`config.mk`:
```
export PLATFORM = sky130hd
export DESIGN_NAME = fpeg_gate
export DESIGN_NICKNAME = d
export VERILOG_FILES = /design/src/include/fpeg_pkg.sv /design/src/rtl/fpeg_gate.sv
export SDC_FILE = /design/constraint.sdc
export NUM_CORES = 1
export LEC_CHECK = 0
export BUFFER_PORTS_ARGS = -buffer_cell sky130_fd_sc_hd__buf_4
export CAP_MARGIN = 20
export CORE_AREA = 2 2 94 73
export DETAILED_ROUTE_END_ITERATION = 7
export DIE_AREA = 0 0 96 75
export HOLD_SLACK_MARGIN = 0.05
export PLACE_DENSITY = 0.72
export SETUP_SLACK_MARGIN = 0.2
export SLEW_MARGIN = 30
export SYNTH_ARGS = -nofsm -noshare
export SYNTH_HDL_FRONTEND = slang
export SYNTH_SLANG_ARGS = --single-unit
```
`constraint.sdc`:
```
create_clock -name SYS_CLK_IN -period 2.43 [get_ports SYS_CLK_IN]
set_input_delay 0.243 -clock SYS_CLK_IN [delete_from_list [all_inputs] [get_ports SYS_CLK_IN]]
set_output_delay 0.243 -clock SYS_CLK_IN [all_outputs]
set_load 0.02 [all_outputs]
```
`src/include/fpeg_pkg.sv`:
```
// package: register map, key codes, lock states and carriers
package fpeg_pkg;

  // ----------------------------------------------------------------
  // register map
  // ----------------------------------------------------------------
  localparam logic [7:0] FPEG_PSC_ADDR   = 8'h8f;
  localparam logic [7:0] FPEG_PSC_PAGE   = 8'h00;
  localparam logic [7:0] FPEG_KEY_ADDR   = 8'hb7;
  localparam logic [7:0] FPEG_PSC_RESET  = 8'h00;
  localparam logic [7:0] FPEG_KEY_RESET  = 8'h00;
  localparam int         FPEG_WE_BIT     = 0;
  localparam int         FPEG_EE_BIT     = 1;

  // ----------------------------------------------------------------
  // unlock sequence
  // ----------------------------------------------------------------
  localparam logic [7:0] FPEG_KEY_FIRST  = 8'ha5;
  localparam logic [7:0] FPEG_KEY_SECOND = 8'hf1;

  // lock state readout codes
  localparam logic [1:0] FPEG_RD_LOCKED  = 2'h0;
  localparam logic [1:0] FPEG_RD_FIRST   = 2'h1;
  localparam logic [1:0] FPEG_RD_OPEN    = 2'h2;
  localparam logic [1:0] FPEG_RD_DEAD    = 2'h3;

  // ----------------------------------------------------------------
  // types
  // ----------------------------------------------------------------
  typedef enum logic [1:0] {
    FPEG_LOCKED,
    FPEG_FIRST_KEY,
    FPEG_UNLOCKED,
    FPEG_DISABLED
  } fpeg_lock_t;

  typedef struct packed {
    logic       wr;
    logic       rd;
    logic [7:0] page;
    logic [7:0] addr;
    logic [7:0] wdata;
  } fpeg_sfr_t;

  typedef struct packed {
    logic        wr;
    logic [15:0] addr;
    logic [7:0]  data;
  } fpeg_mem_t;

  typedef struct packed {
    logic        we;
    logic        ee;
    fpeg_lock_t  lock;
    logic [7:0]  rdata;
    logic        rvalid;
    logic        fl_wr;
    logic        fl_er;
    fpeg_mem_t   fl;
    fpeg_mem_t   xram;
  } fpeg_state_t;

endpackage

```
`src/rtl/fpeg_gate.sv`:
```
// flash program/erase gate: control register, key lock, move-write steering
`timescale 1ns/1ps

module fpeg_gate (
  // clock and reset
  input  wire logic               SYS_CLK_IN,
  input  wire logic               RESET_IN,
  // special-function register port
  input  wire fpeg_pkg::fpeg_sfr_t SFR_IN,
  output logic [7:0]              SFR_RDATA_OUT,
  output logic                    SFR_RVALID_OUT,
  // external move write from the core
  input  wire fpeg_pkg::fpeg_mem_t MOVE_IN,
  // flash array side
  output logic                    FLASH_WRITE_OUT,
  output logic                    FLASH_ERASE_OUT,
  output fpeg_pkg::fpeg_mem_t     FLASH_OUT,
  // external data memory side
  output fpeg_pkg::fpeg_mem_t     XRAM_OUT
);

  // ----------------------------------------------------------------
  // decode helpers
  // ----------------------------------------------------------------
  function automatic logic hit_psc(input fpeg_pkg::fpeg_sfr_t s);
    hit_psc = (s.addr == fpeg_pkg::FPEG_PSC_ADDR) &&
              (s.page == fpeg_pkg::FPEG_PSC_PAGE);
  endfunction

  function automatic logic hit_key(input fpeg_pkg::fpeg_sfr_t s);
    hit_key = (s.addr == fpeg_pkg::FPEG_KEY_ADDR);
  endfunction

  function automatic logic [1:0] lock_code(input fpeg_pkg::fpeg_lock_t l);
    case (l)
      fpeg_pkg::FPEG_LOCKED:    lock_code = fpeg_pkg::FPEG_RD_LOCKED;
      fpeg_pkg::FPEG_FIRST_KEY: lock_code = fpeg_pkg::FPEG_RD_FIRST;
      fpeg_pkg::FPEG_UNLOCKED:  lock_code = fpeg_pkg::FPEG_RD_OPEN;
      default:                  lock_code = fpeg_pkg::FPEG_RD_DEAD;
    endcase
  endfunction

  // ----------------------------------------------------------------
  // state
  // ----------------------------------------------------------------
  fpeg_pkg::fpeg_state_t st_reg;
  fpeg_pkg::fpeg_state_t st_next;
  fpeg_pkg::fpeg_lock_t  lock_mid;
  logic                  move_to_flash;

  always_comb begin
    st_next = st_reg;
    lock_mid = st_reg.lock;
    st_next.fl_wr = 1'b0;
    st_next.fl_er = 1'b0;
    st_next.fl.wr = 1'b0;
    st_next.xram.wr = 1'b0;
    st_next.rvalid = 1'b0;
    move_to_flash = MOVE_IN.wr && st_reg.we;

    // move write steering
    if (MOVE_IN.wr && !st_reg.we) begin
      st_next.xram = MOVE_IN;
    end
    if (move_to_flash) begin
      if (st_reg.lock == fpeg_pkg::FPEG_UNLOCKED) begin
        st_next.fl.wr = 1'b1;
        st_next.fl.addr = MOVE_IN.addr;
        if (st_reg.ee) begin
          st_next.fl_er = 1'b1;
          st_next.fl.data = 8'h00;
        end else begin
          st_next.fl_wr = 1'b1;
          st_next.fl.data = MOVE_IN.data;
        end
        lock_mid = fpeg_pkg::FPEG_LOCKED;
      end else begin
        lock_mid = fpeg_pkg::FPEG_DISABLED;
      end
    end

    // key sequence
    if (SFR_IN.wr && hit_key(SFR_IN)) begin
      case (lock_mid)
        fpeg_pkg::FPEG_LOCKED: begin
          if (SFR_IN.wdata == fpeg_pkg::FPEG_KEY_FIRST) begin
            lock_mid = fpeg_pkg::FPEG_FIRST_KEY;
          end else begin
            lock_mid = fpeg_pkg::FPEG_DISABLED;
          end
        end
        fpeg_pkg::FPEG_FIRST_KEY: begin
          if (SFR_IN.wdata == fpeg_pkg::FPEG_KEY_SECOND) begin
            lock_mid = fpeg_pkg::FPEG_UNLOCKED;
          end else begin
            lock_mid = fpeg_pkg::FPEG_DISABLED;
          end
        end
        default: begin
          lock_mid = fpeg_pkg::FPEG_DISABLED;
        end
      endcase
    end
    st_next.lock = lock_mid;

    // control register write, upper bits dropped
    if (SFR_IN.wr && hit_psc(SFR_IN)) begin
      st_next.we = SFR_IN.wdata[fpeg_pkg::FPEG_WE_BIT];
      st_next.ee = SFR_IN.wdata[fpeg_pkg::FPEG_EE_BIT];
    end

    // read path, pre-write values
    if (SFR_IN.rd) begin
      st_next.rvalid = 1'b1;
      st_next.rdata = 8'h00;
      if (hit_psc(SFR_IN)) begin
        st_next.rdata[fpeg_pkg::FPEG_WE_BIT] = st_reg.we;
        st_next.rdata[fpeg_pkg::FPEG_EE_BIT] = st_reg.ee;
      end else if (hit_key(SFR_IN)) begin
        st_next.rdata[1:0] = lock_code(st_reg.lock);
      end
    end
  end

  always_ff @(posedge SYS_CLK_IN or posedge RESET_IN) begin
    if (RESET_IN) begin
      st_reg <= '0;
      st_reg.we <= fpeg_pkg::FPEG_PSC_RESET[fpeg_pkg::FPEG_WE_BIT];
      st_reg.ee <= fpeg_pkg::FPEG_PSC_RESET[fpeg_pkg::FPEG_EE_BIT];
      st_reg.lock <= fpeg_pkg::FPEG_LOCKED;
    end else begin
      st_reg <= st_next;
    end
  end

  // ----------------------------------------------------------------
  // outputs
  // ----------------------------------------------------------------
  assign SFR_RDATA_OUT   = st_reg.rdata;
  assign SFR_RVALID_OUT  = st_reg.rvalid;
  assign FLASH_WRITE_OUT = st_reg.fl_wr;
  assign FLASH_ERASE_OUT = st_reg.fl_er;
  assign FLASH_OUT       = st_reg.fl;
  assign XRAM_OUT        = st_reg.xram;
endmodule

```
==> results.py, run 1 <==
metrics = {
    "min_path": {
        "hold_class": "input port to register",
    },
    "placed_design": {
        "io_buffer_count": 107,
        "placed_standard_cell_area_um2": 3260,
        "dp_worst_setup_slack_ns": 1.02,
        "gp_congestion": 0.680,
        "dp_hpwl_um": 4180,
    },
    "setup_path": {
        "cp_slowest_stage_delay_ns": 0.45,
        "criticalPathCategory": "register to register",
        "critPathBufInv": 1,
        "critPathTopFamily": "flip-flops",
        "critical_path.slowest_cell": "dfrtp_1",
        "critical_path.cell_chain": "nand4b_2 > clkinv_1 > o21ai_0",
        "reg2reg_setup_slack_ns": 1.04,
        "worst_setup_path_end_kind": "register",
        "crit_fanout": 18,
        "critPathLaunchType": "register",
        "cp_data_arrival_time_ns": 1.63,
        "required_time_at_the_worst_slack_endpoint_ns": 2.67,
    },
    "clock_tree": {
        "ctsHtreeMaxLevel": 3,
        "worst_setup_hold_path_clk_slew_ns": 0.07,
        "cts_root_buf": "clkbuf_8",
        "clock_insertion_delay_worst_skew_ns": 0.33,
        "clkSinkCount": 59,
        "tritoncts.num_buffers": 9,
        "post-cts-setup-buffers": 0,
        "tritoncts": "done",
        "cts_buffer_depth": 2,
    },
    "power": {
        "power.density_cell_area_nw_per_um2": 649,
        "vdd_ir_drop_max_mv": 0.276,
        "power_after_layout_mw": 2.26,
        "static-leakage-power_nw": 1.82,
    },
    "floorplanning": {
        "io-pin-count": 114,
        "core_region_area_um2": 6220,
        "std_cell_rows": 25,
        "fp.dieW_um": 96,
        "initial_utilization_pct": 44.5,
        "design.die.area_um2": 7200,
        "dieHeight_um": 75,
    },
    "global_routing": {
        "globalRouteTotalUtil_pct": 16.4,
        "grt_antenna_before_repair": 0,
        "wire_length_of_the_first_global_routing_pass_um": 8800,
        "pin_count_of_the_biggest_net_entering_global_routing": 35,
        "first_global_vias": 1888,
        "grt-ovfl-total": 0,
    },
    "sta": {
        "max_freq_ghz": 0.718,
        "finalHoldViolCount": 0,
        "setup_ws_final_ns": 1.04,
        "hold-worst-slack_ns": 0.109,
        "worst_slew_pin_slew_ns": 0.671,
        "worst_slew_margin_rel_pct": 55.2,
        "fin_tns_setup_ns": 0,
        "final_max_slew_viol_count": 0,
        "grt_setup_unrepaired": "false",
        "clock-skew-final_ns": 0.00806,
        "report.final.setup_viol": 0,
        "finalCritPeriodShare_pct": 57.3,
        "post-route-min-period_ns": 1.39,
    },
    "synth": {
        "synth_area_um2": 2770,
        "post-synth-top-area-fraction_pct": 53.3,
        "ys_async_sr_fraction_pct": 100,
        "netlist-cell-type-count": 28,
        "synth_largest_area_cell": "dfrtp_1",
        "postSynthAreaPerCell_um2": 10.6,
        "synth_edf_count": 0,
        "dominantRegCellSynth": "dfrtp_1",
        "postSynthCellCount": 261,
        "synth-seq-cells": 59,
        "synth.top_cells.by_area": "dfrtp_1, buf_4, mux2_2",
        "sequential_area_share_after_synthesis_pct": 53.3,
        "synth.yosys.warnings": 0,
    },
    "detailed_routing": {
        "post_drt_wl_per_cell_um": 13.6,
        "detailedRoute.firstPassIterationCount": 4,
        "dr.first_iter.drc_count": 39,
        "total_via_count_after_detailed_routing": 1882,
        "drt-total-wl_um": 5590,
        "post_drt_via_cell_ratio": 4.58,
        "remaining_drc_errors": 0,
        "ant_nets": 0,
    },
    "cells_and_area": {
        "areaGrowthSynthToFinish_pct": 26.0,
        "finish.net_count": 378,
        "share_of_final_layout_standard_cells_stronger_than_drive_strength_1_pct": 47.9,
        "postLayoutCellArea_um2": 3490,
        "antenna_cells_inserted": 0,
    },
    "run_status": {
        "status": "completed",
    },
    "job": {
        "cap_viol_max_count": 0,
    },
}
==> cells by family (layout without fill, tap and decap cells) <==
kind of cell / after synthesis / in the layout / synth area share, %
mux: 26 / 26 / 10.8
buf+inv: 68 / 132 / 17.5
simple gates: 91 / 91 / 15.0
compound gates: 16 / 16 / 3.26
flops: 59 / 59 / 53.3
other cells: 1 / 6 / 0.135
==> layer usage <==
layer | vias up | global-route usage (%) | share of wire [%]
li1 | 918 | - | -
met1 | 878 | 20.1 | 44
met2 | 80 | 26.4 | 46
met3 | 6 | 7.91 | 8.7
met4 | 0 | 4.29 | 0.72
met5 | - | 0 | 0
==> worst paths after layout <==
check | start | endpoint | cells past startpoint
worst max-delay path | st_reg[64] | st_reg[62] | 3
worst min-delay path | MOVE_IN[20] | FLASH_OUT[20] | 3
worst max register to register | st_reg[64] | st_reg[62] | 3
worst min register to register | FLASH_OUT[20] | FLASH_OUT[20] | 2
max in group asynchronous | RESET_IN | FLASH_OUT[16] | 4
min in group asynchronous | RESET_IN | FLASH_OUT[9] | 3
==> cell type report <==
type	instances	area, um^2
Clock inverter	4	48.8
Inverter	3	11.3
Sequential cell	59	1480
Fill cell	540	2740
Multi-Input combinational cell	139	830
Timing Repair Buffer	113	866
Clock buffer	12	155
Tap cell	81	101
==> synth_stat cells (all sizes together), types with 2 or more instances <==
cell type and instances:
a21oi 2, a31oi 3, and4bb 2, buf 62
clkbuf 3, clkinv 2, dfrtp 59, mux2 26
nand2 71, nand4b 3, nor2 7, nor2b 2
o21ai 9
==> repair_timing <==
item                                   CTS  global route
endpoints found under the hold margin   30             0
gates resized for setup                  0             0
hold buffers                             2             0
==> where the power goes <==
| group | switching, mW | internal, mW | total, mW |
|---|---|---|---|
| registers | 0.0256 | 1.03 | 1.05 |
| clock network | 0.372 | 0.528 | 0.900 |
| logic | 0.148 | 0.161 | 0.309 |
| total | 0.546 | 1.72 | 2.26 |
==> through the flow <==
stage | instances | utilization [%]
global placement | 393 | 52.4
floorplan | 266 | -
finish | 411 | 56.0
global route | 411 | 56.0
detailed placement | 393 | 52.4
CTS | 411 | 56.0
==> cell usage in the layout (no fill, tap or decap), types with 2 or more instances in the layout <==
master,n
mux2_2,24
dfrtp_1,59
clkbuf_8,11
clkinv_2,2
clkinv_1,2
buf_4,110
a31oi_1,3
nor2_1,7
a21oi_1,2
o21ai_0,9
dlygate4sd3_1,2
nand2_1,70
nand4b_1,2
conb_1,6
mux2_4,2
==> worst min-delay path: cells and delay by family <==
kind | cells | cell delay (ns)
simple gates | 2 | 0.08
buf+inv | 1 | 0.08
Note: power is estimated with default switching activity, not from simulation.
==> inputs of run 2 (changes only) <==
==> constraint.sdc (replaced) <==
create_clock -name SYS_CLK_IN -period 1.4 [get_ports SYS_CLK_IN]
set_input_delay 0.14 -clock SYS_CLK_IN [delete_from_list [all_inputs] [get_ports SYS_CLK_IN]]
set_output_delay 0.14 -clock SYS_CLK_IN [all_outputs]
set_load 0.02 [all_outputs]
==> run 2 against run 1 <==
  * Combinational power is 110% higher
  * Register-to-register slack lost 0.89 ns
  * Clock power rose by 93%
  * Worst setup slack worse by 0.89 ns
  * Largest cell class unchanged
  * Worst hold slack gained 0.078 ns
  * Critical path type unchanged
  * Critical path depth unchanged
  * Critical endpoint is now XRAM_OUT[14]
  * Count of clock-buffer cells in the layout shrank 1
  * Cell count rose by 7.3%
==> results.py, run 2 (synthesis results as in run 1) <==
metrics = {
    "sta": {
        "finalHoldViolCount": 0,
        "finalCritPeriodShare_pct": 89.2,
        "max_freq_ghz": 0.801,
        "final_max_slew_viol_count": 0,
        "report.final.setup_viol": 0,
        "fin_tns_setup_ns": 0,
        "grt_setup_unrepaired": "true",
        "clock-skew-final_ns": 0.00846,
        "post-route-min-period_ns": 1.25,
        "hold-worst-slack_ns": 0.188,
    },
    "setup_path": {
        "crit-reg2reg-launch": "st_reg[64]",
        "cp_data_arrival_time_ns": 1.47,
        "reg2reg_setup_slack_ns": 0.15,
        "required_time_at_the_worst_slack_endpoint_ns": 1.62,
        "worst_setup_path_end_kind": "register",
        "critical_path.reg2reg.endpoint": "XRAM_OUT[14]",
        "crit_fanout": 17,
        "worstRegToRegCells": 3,
        "criticalPathCategory": "register to register",
        "critPathLaunchType": "register",
    },
    "floorplanning": {
        "dieHeight_um": 75,
        "fp.dieW_um": 96,
        "design.die.area_um2": 7200,
        "core_region_area_um2": 6220,
        "std_cell_rows": 25,
        "io-pin-count": 114,
        "initial_utilization_pct": 44.5,
    },
    "cells_and_area": {
        "postLayoutCellArea_um2": 3920,
        "nFillCells": 505,
        "share_of_final_layout_standard_cells_stronger_than_drive_strength_1_pct": 46.1,
        "areaGrowthSynthToFinish_pct": 41.5,
        "regArea_um2": 1480,
        "most_common_cell_after_layout_fill_and_taps_aside": "buf_4",
        "finish.net_count": 409,
        "mostFrequentLayoutCells": "buf_4, nand2_1, dfrtp_1",
        "multi_input_comb_area_um2": 891,
        "antenna_cells_inserted": 0,
    },
    "clock_tree": {
        "tritoncts": "done",
        "worst_setup_hold_path_clk_slew_ns": 0.06,
        "tritoncts.num_buffers": 9,
        "clock_insertion_delay_worst_skew_ns": 0.33,
        "cts_buffer_depth": 2,
        "ctsHtreeMaxLevel": 3,
        "cts_root_buf": "clkbuf_8",
        "clkSinkCount": 59,
    },
    "min_path": {
        "worstHoldEndpoint": "st_reg[62]",
        "hp-start": "SFR_IN[2]",
        "hold_class": "input port to register",
        "hold_depth": 4,
    },
    "global_routing": {
        "pin_count_of_the_biggest_net_entering_global_routing": 60,
        "wire_length_of_the_first_global_routing_pass_um": 9340,
        "globalRouteTotalUtil_pct": 17.5,
        "grt-ovfl-total": 0,
        "first_global_vias": 1935,
        "grt_antenna_before_repair": 0,
    },
    "detailed_routing": {
        "dr.first_iter.drc_count": 67,
        "ant_nets": 0,
        "remaining_drc_errors": 0,
        "drt-total-wl_um": 5890,
        "total_via_count_after_detailed_routing": 2020,
        "post_drt_via_cell_ratio": 4.58,
        "detailedRoute.firstPassIterationCount": 4,
        "post_drt_wl_per_cell_um": 13.4,
    },
    "placed_design": {
        "dp_hpwl_um": 3930,
        "io_buffer_count": 107,
        "gp_congestion": 0.671,
        "placed_standard_cell_area_um2": 3350,
    },
    "power": {
        "power_after_layout_mw": 4.22,
        "vdd_ir_drop_max_mv": 0.581,
        "power.density_cell_area_nw_per_um2": 1080,
        "static-leakage-power_nw": 2.03,
    },
    "run_status": {
        "status": "completed",
    },
    "job": {
        "cap_viol_max_count": 0,
    },
}
==> run 2: cell count changes in the layout (fill, tap and decap cells not counted), sizes merged <==
cell | previous run | this run
dlygate4sd3 | 2 | 29
buf | 111 | 115
clkinv | 5 | 3
bufinv | 1 | 2
clkbuf | 12 | 11
clkinvlp | 0 | 1
==> run 2: metrics by stage <==
stage          std cells  setup slack, ns  utilization [%]
2_1_floorplan        266            0.128                -
3_3_place_gp         396            0.110             53.8
3_5_place_dp         396           0.0814             53.8
4_1_cts              440            0.139             62.6
5_1_grt              441           0.0962             62.9
6_report             441            0.152             62.9
==> run 2: layer usage <==
metal	GRT usage (%)	wire length, um	vias to the layer above
li1	-	-	979
met1	21.8	2490	939
met2	28.2	2770	91
met3	6.11	556	11
met4	7.14	84	0
met5	0	0	-
==> run 2: worst max path at each step <==
stage | from | end | slack [ns] | cells past startpoint
final | st_reg[64] | XRAM_OUT[14] | 0.15 | 3
after global routing | st_reg[64] | XRAM_OUT[6] | 0.1 | 3
after CTS | st_reg[64] | XRAM_OUT[6] | 0.14 | 3
after detailed placement | SFR_IN[12] | st_reg[63] | 0.08 | 5
after global placement | SFR_IN[12] | st_reg[64] | 0.11 | 5
after floorplan | st_reg[64] | XRAM_OUT[14] | 0.13 | 4
==> run 2: final cells by class <==
type,count,area share [%]
flip-flops and latches,59,37.8
repair buffers,144,30.7
multi-input cells,139,22.7
clock buffers,11,3.87
well taps,81,2.59
clock inverters,4,1.88
inverters,3,0.447
==> run 2: report_power, final <==
group	internal (mW)	switching [mW]	leakage (nW)
clock network	1.09	0.651	0.115
registers	1.79	0.0481	0.758
logic	0.360	0.280	1.16
==> run 2: worst max-delay path, stage by stage, from the launching register on <==
cell     delay (ns)
dfrtp_2        0.44
nor2b_4        0.16
buf_12         0.18
mux2_2         0.34
==> run 2: timing repair <==
item / in CTS / in global routing
hold endpoints to repair: 105 / 0
pin swaps: 0 / 3
buffers inserted: 0 / 1
endpoints found under the setup margin: 38 / 28
hold buffers: 29 / 0
gates resized for setup: 8 / 6
